<file path="config.mk">
export PLATFORM = sky130hd
export DESIGN_NAME = cdus_dac_ctrl
export DESIGN_NICKNAME = d
export VERILOG_FILES = /design/src/verilog/cdus_pkg.sv /design/src/verilog/cdus_edge_detect.sv /design/src/verilog/cdus_dac_ctrl.sv
export VERILOG_INCLUDE_DIRS = /design/src /design/src/verilog
export SDC_FILE = /design/constraint.sdc
export NUM_CORES = 1
export LEC_CHECK = 0
export BUFFER_PORTS_ARGS = -buffer_cell sky130_fd_sc_hd__buf_2
export CAP_MARGIN = 20
export CORE_ASPECT_RATIO = 0.6
export CORE_MARGIN = 5
export CORE_UTILIZATION = 46
export DETAILED_ROUTE_END_ITERATION = 10
export PLACE_DENSITY_LB_ADDON = 0.05
export SYNTH_ARGS = -nofsm -noshare
export SYNTH_HDL_FRONTEND = slang
export SYNTH_SLANG_ARGS = --single-unit
</file>
<file path="constraint.sdc">
create_clock -name clk -period 4 [get_ports clk]
set_clock_uncertainty 0.1 [all_clocks]
set_input_delay 0.2 -clock clk [delete_from_list [all_inputs] [get_ports clk]]
set_output_delay 0.2 -clock clk [all_outputs]
set_load 0.1 [all_outputs]
</file>
<file path="src/verilog/cdus_regs.svh">
`ifndef CDUS_REGS_SVH
`define CDUS_REGS_SVH
`define CDUS_CTL_EN_BIT      7
`define CDUS_CTL_SRC_HI      6
`define CDUS_CTL_SRC_LO      4
`define CDUS_CTL_FS_HI       1
`define CDUS_CTL_FS_LO       0
`define CDUS_CTL_RESET       8'h72
`define CDUS_CTL_WMASK       8'hf3
`define CDUS_HIGH_RESET      8'h00
`define CDUS_LOW_RESET       8'h00
`define CDUS_LOW_USED_MASK   8'hc0
`endif

</file>
<file path="src/verilog/cdus_pkg.sv">
package cdus_pkg;
  typedef enum logic [2:0] {
    CDUS_SRC_T0      = 3'h0,
    CDUS_SRC_T1      = 3'h1,
    CDUS_SRC_T2      = 3'h2,
    CDUS_SRC_T3      = 3'h3,
    CDUS_SRC_RISE    = 3'h4,
    CDUS_SRC_FALL    = 3'h5,
    CDUS_SRC_BOTH    = 3'h6,
    CDUS_SRC_ONWRITE = 3'h7
  } cdus_src_t;

  typedef enum logic [1:0] {
    CDUS_FS_HALF_MA = 2'h0,
    CDUS_FS_ONE_MA  = 2'h1,
    CDUS_FS_TWO_MA  = 2'h2
  } cdus_fs_t;
endpackage : cdus_pkg

</file>
<file path="src/verilog/cdus_edge_detect.sv">
module cdus_edge_detect (
  input  wire logic clk,
  input  wire logic srst,
  input  wire logic async_in,
  output logic      level,
  output logic      rise,
  output logic      fall
);
  logic meta_ff;
  logic sync_ff;
  logic prev_ff;

  // Two-stage synchroniser, then one stage of history for edges
  always_ff @(posedge clk) begin
    if (srst) begin
      meta_ff <= 1'b0;
      sync_ff <= 1'b0;
      prev_ff <= 1'b0;
    end else begin
      meta_ff <= async_in;
      sync_ff <= meta_ff;
      prev_ff <= sync_ff;
    end
  end

  assign level = sync_ff;
  assign rise  = sync_ff & ~prev_ff;
  assign fall  = ~sync_ff & prev_ff;
endmodule : cdus_edge_detect

</file>
<file path="src/verilog/cdus_dac_ctrl.sv">
`include "cdus_regs.svh"

module cdus_dac_ctrl (
  input  wire logic       clk,
  input  wire logic       srst,
  input  wire logic       ctl_wr,
  input  wire logic [7:0] ctl_wdata,
  input  wire logic       high_wr,
  input  wire logic [7:0] high_wdata,
  input  wire logic       low_wr,
  input  wire logic [7:0] low_wdata,
  input  wire logic [3:0] timer_ovf,
  input  wire logic       conversion_strobe_pin,
  output logic [7:0]      dac_control_reg,
  output logic [7:0]      data_high_byte,
  output logic [7:0]      data_low_byte,
  output logic [9:0]      dac_code,
  output logic [1:0]      full_scale_sel,
  output logic            dac_update,
  output logic            dac_enable_bit,
  output logic            bias_enable,
  output logic            pin_analog_connect,
  output logic            pin_digital_disable,
  output logic            pin_pullup_disable
);
  logic [7:0] ctl_ff;
  logic [7:0] high_ff;
  logic [7:0] low_ff;
  logic [9:0] latch_ff;
  logic       upd_ff;
  logic       strb_level;
  logic       strb_rise;
  logic       strb_fall;
  logic       nxt_update;
  cdus_pkg::cdus_src_t src;

  cdus_edge_detect u_strobe (
    .clk      (clk),
    .srst     (srst),
    .async_in (conversion_strobe_pin),
    .level    (strb_level),
    .rise     (strb_rise),
    .fall     (strb_fall)
  );

  function automatic logic [9:0] cdus_join(input logic [7:0] hi, input logic [7:0] lo);
    cdus_join = {hi, lo[7:6]};
  endfunction : cdus_join

  assign src = cdus_pkg::cdus_src_t'(ctl_ff[`CDUS_CTL_SRC_HI:`CDUS_CTL_SRC_LO]);

  always_ff @(posedge clk) begin
    if (srst) begin
      ctl_ff <= `CDUS_CTL_RESET;
    end else if (ctl_wr) begin
      ctl_ff <= ctl_wdata & `CDUS_CTL_WMASK;
    end
  end

  // Staging registers; a write reaches the output only through an update, on the same edge (as a high write does in on-write mode) or a later one
  always_ff @(posedge clk) begin
    if (srst) begin
      high_ff <= `CDUS_HIGH_RESET;
      low_ff  <= `CDUS_LOW_RESET;
    end else begin
      if (high_wr) begin
        high_ff <= high_wdata;
      end
      if (low_wr) begin
        low_ff <= low_wdata;
      end
    end
  end

  always_comb begin
    case (src)
      cdus_pkg::CDUS_SRC_T0:      nxt_update = timer_ovf[0];
      cdus_pkg::CDUS_SRC_T1:      nxt_update = timer_ovf[1];
      cdus_pkg::CDUS_SRC_T2:      nxt_update = timer_ovf[2];
      cdus_pkg::CDUS_SRC_T3:      nxt_update = timer_ovf[3];
      cdus_pkg::CDUS_SRC_RISE:    nxt_update = strb_rise;
      cdus_pkg::CDUS_SRC_FALL:    nxt_update = strb_fall;
      cdus_pkg::CDUS_SRC_BOTH:    nxt_update = strb_rise | strb_fall;
      cdus_pkg::CDUS_SRC_ONWRITE: nxt_update = high_wr;
      default:                    nxt_update = 1'b0;
    endcase
  end

  // High write and latch copy on the same edge: the new high byte is taken
  always_ff @(posedge clk) begin
    if (srst) begin
      latch_ff <= 10'h000;
      upd_ff   <= 1'b0;
    end else begin
      upd_ff <= nxt_update;
      if (nxt_update) begin
        latch_ff <= cdus_join(high_wr ? high_wdata : high_ff,
                              low_wr ? low_wdata : low_ff);
      end
    end
  end

  assign dac_control_reg     = ctl_ff;
  assign data_high_byte      = high_ff;
  assign data_low_byte       = low_ff & `CDUS_LOW_USED_MASK;
  assign dac_code            = latch_ff;
  assign dac_update          = upd_ff;
  assign full_scale_sel      = ctl_ff[`CDUS_CTL_FS_HI:`CDUS_CTL_FS_LO];
  assign dac_enable_bit      = ctl_ff[`CDUS_CTL_EN_BIT];
  assign bias_enable         = ctl_ff[`CDUS_CTL_EN_BIT];
  assign pin_analog_connect  = ctl_ff[`CDUS_CTL_EN_BIT];
  assign pin_digital_disable = ctl_ff[`CDUS_CTL_EN_BIT];
  assign pin_pullup_disable  = ctl_ff[`CDUS_CTL_EN_BIT];
endmodule : cdus_dac_ctrl

</file>
Yosys cells after proc, flatten, opt, wreduce, memory -nomap -nowiden
Cells that the tools add are included.
{"block": "totals", "reg_bits": 36, "output_inout_bits": 42, "wordCells": 25, "in_bits": 34}
{"block": "classes", "n_eq_ne": 7, "bitwise": 5, "n_reduce_logical": 1, "n_mux": 3}
{"operator": "8-bit 2-to-1 mux", "n": 2}
{"operator": "3-bit == test, second input constant", "n": 4}
{"operator": "1-bit one-hot mux with 8 select lines", "n": 1}
{"operator": "3-bit by 2-bit == test with 1-bit output, second input constant", "n": 2}
{"operator": "3-bit by 1-bit == test with 1-bit output, second input constant", "n": 1}
{"operator": "3-bit zero test", "n": 1}
{"operator": "1-bit bitwise AND", "n": 2}
{"operator": "1-bit inverter", "n": 2}
{"operator": "1-bit OR", "n": 1}

Depth between registers and ports, before layout
Gate-level depths: netlist of run 1.
{"block": "logic_depth", "word_depth": 4, "ltp_mapped": 7, "mapped_depth_nobuf": 6}

Cells and area by module
A second synthesis of run 1 with hierarchy kept.
{"block": "unflattened", "cells_unflattened": 116, "hier_area_um2": 1288.7}
{"mod": "cdus_dac_ctrl", "seq_area_each_um2": 540.5, "area_each_um2": 1197.4, "cells_per_inst": 108, "n_inst": 1}
{"mod": "cdus_edge_detect", "seq_area_each_um2": 60.1, "area_each_um2": 91.3, "cells_per_inst": 8, "n_inst": 1}

Worst setup path before layout of run 1
Ideal clock, no wire load.
{"block": "synth_timing", "path_kind": "reg-to-reg", "startpoint": "register ctl_ff[5] (netlist: dac_control_reg[5])", "endpoint": "register latch_ff[0] (netlist: dac_code[0])", "stages_incl_launch_ff": 6, "setup_ps": 121, "t_arrival_ps": 2167, "slack_ps": 1611, "required_time_ps": 3779, "period_less_slack_ps": 2389, "n_path_buf": 2, "cell_sequence": "dfxtp_1 -> buf_6 -> o21ai_0 -> mux4_2 -> buf_6 -> mux2_4"}
{"block": "synth_between", "elab_chain_len": 2, "elab_cells_between_ends": 9, "classes_between": "eq/ne: 7; mux: 1; reduce/logical: 1"}
{"element": "start, declared", "line": "cdus_dac_ctrl.sv:26", "text": "logic [7:0] ctl_ff;"}
{"element": "start signal, assigned", "line": "cdus_dac_ctrl.sv:54", "text": "ctl_ff <= `CDUS_CTL_RESET;"}
{"element": "start signal, assigned", "line": "cdus_dac_ctrl.sv:56", "text": "ctl_ff <= ctl_wdata & `CDUS_CTL_WMASK;"}
{"element": "3-bit == test (tied with other cells)", "line": "cdus_dac_ctrl.sv:76", "text": "case (src)"}
{"element": "1-bit one-hot mux with 8 select lines (*)", "line": "cdus_dac_ctrl.sv:76"}
{"element": "end signal, assigned", "line": "cdus_dac_ctrl.sv:97", "text": "latch_ff <= cdus_join(high_wr ? high_wdata : high_ff,"}
{"element": "end, declared", "line": "cdus_dac_ctrl.sv:29", "text": "logic [9:0] latch_ff;"}
Every way passes the cells marked *; elsewhere a longest branch is shown, timed or not.
A chain may end at the register's enable or synchronous reset.

Worst setup path after layout of run 1
{"block": "layout_timing", "startpoint": "register u_strobe.sync_ff (netlist: u_strobe.level)", "endpoint": "register latch_ff[6] (netlist: dac_code[6])"}
{"block": "layout_between", "elab_chain_len": 4, "elab_cells_between_ends": 5, "classes_between": "mux: 1; bitwise: 4"}
{"element": "start, declared", "line": "cdus_edge_detect.sv:10", "text": "logic sync_ff;"}
{"element": "start signal, assigned", "line": "cdus_edge_detect.sv:21", "text": "sync_ff <= meta_ff;"}
{"element": "1-bit inverter", "line": "cdus_edge_detect.sv:28", "text": "assign fall = ~sync_ff & prev_ff;"}
{"element": "1-bit bitwise AND", "line": "cdus_edge_detect.sv:28"}
{"element": "1-bit OR", "line": "cdus_dac_ctrl.sv:83", "text": "cdus_pkg::CDUS_SRC_BOTH: nxt_update = strb_rise | strb_fall;"}
{"element": "1-bit one-hot mux with 8 select lines (*)", "line": "cdus_dac_ctrl.sv:76"}
Marks and branches as above.

==> impl_results.md, run 1 <==
- First-pass GRT wire length: 4060 microns
- Buf+Inv Stages, Crit Path: 1
- Crit path capture type: flop
- Final period util: 51.4%
- DRT Wirelength: 2570 microns
- Share of final-layout standard cells stronger than drive strength 1: 45.0%
- Clock edge transition at the registers on the reported setup and hold paths: 0.06 ns
- Top post-synthesis cells by area: sky130_fd_sc_hd__dfxtp_1 46%, sky130_fd_sc_hd__mux2i_1 11%, sky130_fd_sc_hd__mux2_4 10%, sky130_fd_sc_hd__buf_4 8.6%, sky130_fd_sc_hd__nor2b_1 7.6%
- Worst max-slew margin expressed relative to the limit: 65.2%
- Die extent in y: 51.4 microns
- Num CTS Buffers: 5
- Detailed-route via count: 926
- PostCTS Resize Cnt: 0
- Floorplan die width: 79.0 microns
- Area of the multi-input gates: 571 sq um
- Root buffer selected by CTS: sky130_fd_sc_hd__clkbuf_8
- Diode insertion count for antenna repair: 0
- Area enclosed by the die boundary: 0.00406 sq mm
- Number of max-slew violations in the final report: 0
- Detailed-placement wirelength estimate: 1940 microns
- Number of hold violations in the final report: 0
- Synth warn: 0
- Hold-fix buffers, CTS: 0
- Area of all placed cells without fillers: 0.00161 sq mm
- Number of H-tree branching levels: 2
- Clock tree from TritonCTS: built
- DRC: 0
- Number of buffers inserted by post-CTS setup repair: 0
- Result of the run: completed
- Worst path arrival time: 2.12 ns
- Power after layout: 0.873 mW
- Sequential element share of the synthesized area: 45.7%
- Number of antenna violations at the first check in global routing: 0
- Critical setup path kind: reg2reg
- Worst-margin pin slew: 0.522 ns
- Sequential cell area: 601 sq um
- Maximum number of pins on one net before global-route repair: 31
- Global-route congestion overflow total: 0
- Core occupancy in the finished layout: 57.5%
- Synthesized cell area: 0.00131 sq mm
- Most frequent cells in the layout: 59 x sky130_fd_sc_hd__buf_2, 30 x sky130_fd_sc_hd__dfxtp_1, 16 x sky130_fd_sc_hd__nor2b_1, 15 x sky130_fd_sc_hd__mux2i_1, 14 x sky130_fd_sc_hd__nor2_1
- Standby leakage power: 0.864 nW
- Detail-routed net length per standard cell: 12.5 microns
- Worst-path cell chain: inv_1, ha_1, nand2_1, o21ai_0, mux4_2, mux2_4
- Cell Rows: 15
- Vias in the first global route: 914
- Cell type with the largest total area after synthesis: sky130_fd_sc_hd__dfxtp_1
- Drt pass-1 iters: 4
- Total core area: 0.00280 sq mm
- Kind of launch point of the worst setup path: flop
- Peak clock frequency supported by timing: 0.487 GHz
- Critical path peak fanout: 11
- Top-area cell type share of the netlist area: 45.7%
- Placed Instance Area: 0.00152 sq mm
- Avg Cell Area, Syn: 11.0 sq um
- Total power divided by cell area: 543 mW/mm^2
- # setup viols final: 0
- Setup_tns: 0 ns
- IO buf count: 59
- Fill count: 257
- Clock insertion delay at the later pin of the skew report: 0.27 ns
- Net total in the final layout: 206
- Number of routed nets with antenna violations: 0
- Reported max-cap violation count: 0
- Family with the most delay on the worst path: multiplexers
- Required time at the endpoint of the critical path: 4.06 ns
- Area growth syn-to-layout: 22.4%
- Time the final worst path needs with I/O delays and setup: 2.05 ns
- Boundary pin count: 76
- Drt via density: 4.52
- Worst voltage drop across the vdd grid: 0.256 mV
- Synth Register Bits: 30
- Library cells used by synthesis: 16
- Global-route total usage across every layer: 13.2%
- Setup repair after global routing missed its margin: no
- Sink count of the clock tree: 30
- CP max-delay cell: sky130_fd_sc_hd__mux4_2
- Max FFs per register: 10
- Most common cell after layout, fill and taps aside: sky130_fd_sc_hd__buf_2
- Buffer levels on the longest clock path: 2
- Initial core utilization: 47.0%
- Worst min-delay path class: in2reg
- Synth Instances: 119
- CP max stage delay: 0.67 ns
- Global placement routability congestion: 0.665
- Number of violations reported at the end of detailed-routing iteration 0: 25
## area by class of cell
| class | count | area share, % |
|---|---|---|
| clock buffer | 7 | 5.37 |
| inverter | 2 | 0.467 |
| multi-input combinational | 72 | 35.5 |
| tap | 34 | 2.65 |
| timing repair buffer | 59 | 18.4 |
| sequential | 30 | 37.4 |
| clock inverter | 1 | 0.311 |
## stage by stage
| step | worst slack (ns) | hold WS [ns] | std cells |
|---|---|---|---|
| floorplan | 1.61 | 0.222 | 126 |
| global placement | 1.97 | 0.309 | 197 |
| detailed placement | 1.94 | 0.315 | 197 |
| CTS | 1.92 | 0.0218 | 205 |
| global route | 1.81 | 0.0323 | 205 |
| finish | 1.95 | 0.0296 | 205 |
## cells by family (layout without fill, tap and decap cells)
kind of cell	Yosys count	after routing	share of synthesized area, %
AO/OA/AOI/OAI	5	5	3.05
AND/OR/NAND/NOR	31	31	11.9
adder cells (fa/ha/maj)	2	2	1.90
multiplexers	26	26	24.3
other	1	8	0.285
flip-flops	30	30	45.7
buffers and inverters	24	69	12.9
## worst reg2reg max path: stages (launching register included)
cell and delay (ns):
sky130_fd_sc_hd__dfxtp_1 0.33, sky130_fd_sc_hd__inv_1 0.06, sky130_fd_sc_hd__ha_1 0.29, sky130_fd_sc_hd__nand2_1 0.06, sky130_fd_sc_hd__o21ai_0 0.07, sky130_fd_sc_hd__mux4_2 0.67, sky130_fd_sc_hd__mux2_4 0.36
## cells in the mapped netlist
library cell / instances
sky130_fd_sc_hd__a211o_1: 4
sky130_fd_sc_hd__buf_4: 15
sky130_fd_sc_hd__buf_6: 3
sky130_fd_sc_hd__clkbuf_1: 4
sky130_fd_sc_hd__conb_1: 1
sky130_fd_sc_hd__dfxtp_1: 30
sky130_fd_sc_hd__ha_1: 2
sky130_fd_sc_hd__inv_1: 2
sky130_fd_sc_hd__mux2_2: 1
sky130_fd_sc_hd__mux2_4: 9
sky130_fd_sc_hd__mux2i_1: 15
sky130_fd_sc_hd__mux4_2: 1
sky130_fd_sc_hd__nand2_1: 1
sky130_fd_sc_hd__nor2_1: 14
sky130_fd_sc_hd__nor2b_1: 16
sky130_fd_sc_hd__o21ai_0: 1
## report_power, final
group | total [mW] | switching, mW | internal, mW
Clock | 0.243 | 0.104 | 0.138
Sequential | 0.331 | 0.0111 | 0.320
Combinational | 0.300 | 0.243 | 0.0571
Total | 0.873 | 0.358 | 0.515
## final timing paths
| path | from | to | slack [ns] | cells after the start |
|---|---|---|---|---|
| min | ctl_wdata[4] | dac_control_reg[4]$_SDFFE_PP1P_ | 0.03 | 2 |
| min reg2reg | u_strobe.meta_ff$_SDFF_PP0_ | u_strobe.level$_SDFF_PP0_ | 0.33 | 1 |
| max | u_strobe.level$_SDFF_PP0_ | dac_code[6]$_SDFFE_PP0P_ | 1.95 | 6 |
| max reg2reg | u_strobe.level$_SDFF_PP0_ | dac_code[6]$_SDFFE_PP0P_ | 1.95 | 6 |
## routing by layer
layer / wire length, microns / GRT usage, %
met1: 1120 / 15.9
met2: 1180 / 20.9
met3: 238 / 5.28
met4: 28 / 6.00
met5: 0 / 0
Note: power is estimated with default switching activity, not from simulation.
==> run 2, diff against run 1 <==
CORE_UTILIZATION = 43   (was 46)
clock period = 2.1 ns   (was 4 ns; I/O delays follow)
==> impl_results.md, run 2 (synthesized netlist as in run 1, its figures left out) <==
- Setup repair after global routing missed its margin: no (unchanged)
- Final period util: 94.6% (was 51.4%)
- Area growth syn-to-layout: 28.9% (was 22.4%)
- Total core area: 0.00291 sq mm (was 0.00280 sq mm)
- Cell Rows: 15 (unchanged)
- Worst-path cell chain: inv_1, ha_1, nand2_1, o21ai_0, mux4_2, buf_12, mux2_4 (was inv_1, ha_1, nand2_1, o21ai_0, mux4_2, mux2_4)
- DRT Wirelength: 2780 microns (was 2570 microns)
- Most used routing layer: met2 (unchanged)
- Initial core utilization: 45.2% (was 47.0%)
- Share of final-layout standard cells stronger than drive strength 1: 44.4% (was 45.0%)
- Switching share of total power: 41.0% (about the same)
- Drt via density: 4.44 (was 4.52)
- CP max-delay cell: sky130_fd_sc_hd__mux4_2 (unchanged)
- Worst path arrival time: 2.04 ns (was 2.12 ns)
- Drt pass-1 iters: 2 (was 4)
- Total power divided by cell area: 966 mW/mm^2 (was 543 mW/mm^2)
- Hold slack final: 0.0211 ns (was 0.0296 ns)
- Worst-margin pin slew: 0.553 ns (was 0.522 ns)
- Number of max-slew violations in the final report: 0 (unchanged)
- # setup viols final: 0 (unchanged)
- Detailed-route via count: 977 (was 926)
- Root buffer selected by CTS: sky130_fd_sc_hd__clkbuf_8 (unchanged)
- Detailed-placement wirelength estimate: 2030 microns (was 1940 microns)
- Buffer levels on the longest clock path: 2 (unchanged)
- Boundary pin count: 76 (unchanged)
- Net switching component of the power: 0.671 mW (was 0.358 mW)
- Number of antenna violations at the first check in global routing: 0 (unchanged)
- Worst Hold Path Cells: 3 (was 2)
- Peak clock frequency supported by timing: 0.503 GHz (was 0.487 GHz)
- Met2 usage in global routing: 24.1% (was 20.9%)
- Global-route congestion overflow total: 0 (unchanged)
- Met1 track demand over resource in global routing: 16.1% (was 15.9%)
- Area enclosed by the die boundary: 0.00430 sq mm (was 0.00406 sq mm)
- Clock tree from TritonCTS: built (unchanged)
- Net total in the final layout: 214 (was 206)
- Required time at the endpoint of the critical path: 2.15 ns (was 4.06 ns)
- Max FFs per register: 10 (unchanged)
- Time the final worst path needs with I/O delays and setup: 1.99 ns (was 2.05 ns)
- Sink count of the clock tree: 30 (unchanged)
- Worst voltage drop across the vdd grid: 0.471 mV (was 0.256 mV)
- Reported max-cap violation count: 0 (unchanged)
- Number of violations reported at the end of detailed-routing iteration 0: 18 (was 25)
- CP max stage delay: 0.49 ns (was 0.67 ns)
- Setup_tns: 0 ns (unchanged)
- Worst max-slew margin expressed relative to the limit: 63.2% (was 65.2%)
- Result of the run: completed (unchanged)
- Logic depth of the worst register-to-register path: 7 (was 6)
- Kind of launch point of the worst setup path: flop (unchanged)
- Detail-routed net length per standard cell: 12.6 microns (was 12.5 microns)
- Clock insertion delay at the later pin of the skew report: 0.27 ns (about the same)
- Number of routed nets with antenna violations: 0 (unchanged)
- Diode insertion count for antenna repair: 0 (unchanged)
- Logic pwr share: 36.5% (was 34.3%)
- Clock edge transition at the registers on the reported setup and hold paths: 0.06 ns (about the same)
- Cell-internal power: 0.964 mW (was 0.515 mW)
- Vias in the first global route: 1001 (was 914)
- Power after layout: 1.64 mW (was 0.873 mW)
- Crit path capture type: flop (unchanged)
- Most common cell after layout, fill and taps aside: sky130_fd_sc_hd__buf_2 (unchanged)
- Part of the total power dissipated in sequential elements: 38.6% (was 37.9%)
- Standby leakage power: 0.893 nW (was 0.864 nW)
- First-pass GRT wire length: 4490 microns (was 4060 microns)
- Critical setup path kind: reg2reg (unchanged)
- Global placement routability congestion: 0.670 (was 0.665)
- Met3 routing resource usage after global routing: 4.98% (was 5.28%)
- DRC: 0 (unchanged)
- Part of the power in the clock network: 25.0% (was 27.8%)
- Worst min-delay path class: in2reg (unchanged)
- Most frequent cells in the layout: 59 x sky130_fd_sc_hd__buf_2, 28 x sky130_fd_sc_hd__dfxtp_1, 16 x sky130_fd_sc_hd__nor2b_1, 15 x sky130_fd_sc_hd__mux2i_1, 14 x sky130_fd_sc_hd__nor2_1 (was 59 x sky130_fd_sc_hd__buf_2, 30 x sky130_fd_sc_hd__dfxtp_1, 16 x sky130_fd_sc_hd__nor2b_1, 15 x sky130_fd_sc_hd__mux2i_1, 14 x sky130_fd_sc_hd__nor2_1)
- Die extent in y: 52.8 microns (was 51.4 microns)
- Number of hold violations in the final report: 0 (unchanged)
- Global-route total usage across every layer: 14.4% (was 13.2%)
- Critical path peak fanout: 11 (unchanged)
- Floorplan die width: 81.4 microns (was 79.0 microns)
- Num CTS Buffers: 5 (unchanged)
- IO buf count: 59 (unchanged)
- Maximum number of pins on one net before global-route repair: 31 (unchanged)
- Number of H-tree branching levels: 2 (unchanged)
run 2: cell count changes in the layout (fill, tap and decap cells not counted):
cell,delta
sky130_fd_sc_hd__clkbuf_8,-1
sky130_fd_sc_hd__dfxtp_2,+2
sky130_fd_sc_hd__buf_4,+1
sky130_fd_sc_hd__clkinv_2,-1
sky130_fd_sc_hd__buf_12,+1
sky130_fd_sc_hd__dlygate4sd3_1,+6
sky130_fd_sc_hd__dfxtp_1,-2
sky130_fd_sc_hd__clkbuf_1,+1
run 2: final timing paths:
| path | from | slack [ns] | to |
|---|---|---|---|
| max | u_strobe.level$_SDFF_PP0_ | 0.11 | dac_code[6]$_SDFFE_PP0P_ |
| min | high_wdata[3] | 0.02 | data_high_byte[3]$_SDFF_PP0_ |
| max reg2reg | u_strobe.level$_SDFF_PP0_ | 0.11 | dac_code[6]$_SDFFE_PP0P_ |
| min reg2reg | u_strobe.meta_ff$_SDFF_PP0_ | 0.34 | u_strobe.level$_SDFF_PP0_ |
run 2: power by group through the flow:
| stage | clock network, mW | logic [mW] | registers, mW |
|---|---|---|---|
| detailed placement | 0 | 0.577 | 0.643 |
| CTS | 0.425 | 0.586 | 0.632 |
| global placement | 0 | 0.571 | 0.641 |
| floorplan | 0 | 0.261 | 0.904 |
| global route | 0.451 | 0.618 | 0.636 |
| finish | 0.408 | 0.596 | 0.631 |
run 2: stage by stage:
| stage | worst slack [ns] | util, % | std cells | cell area [sq um] |
|---|---|---|---|---|
| final | 0.113 | 58.2 | 220 | 1690 |
| after global routing | 0.0426 | 58.2 | 220 | 1690 |
| after CTS | 0.0339 | 57.5 | 219 | 1670 |
| after detailed placement | 0.0440 | 52.8 | 206 | 1540 |
| after global placement | 0.0786 | 52.8 | 206 | 1540 |
| after floorplan | 0.0366 | - | 126 | 1340 |
run 2: per-layer routing:
metal,share of wire (%),up-vias
li1,-,480
met1,42,450
met2,48,44
met3,9.1,3
met4,0.50,0
met5,0,-
run 2: worst max-delay path: cells and delay by family (launching register included):
family | cells | cell delay, ns
DFF | 1 | 0.33
AOI/OAI and AO/OA | 1 | 0.06
muxes | 2 | 0.79
adders and majority gates | 1 | 0.29
and+or+nand+nor | 1 | 0.06
buffers and inverters | 2 | 0.23
run 2: what timing repair did:
action,in CTS,in global routing
setup endpoints to repair,0,10
resized for setup,0,0
buffers inserted,0,1
hold buffers,6,0
hold endpoints to repair,6,0
run 2: layout make-up:
class                           instances  area [sq um]
Clock buffer                            7          76.3
Tap cell                               42          52.6
Fill cell                             273          1220
Inverter                                2          7.51
Sequential cell                        30           603
Timing Repair Buffer                   67           383
Multi-Input combinational cell         72           571
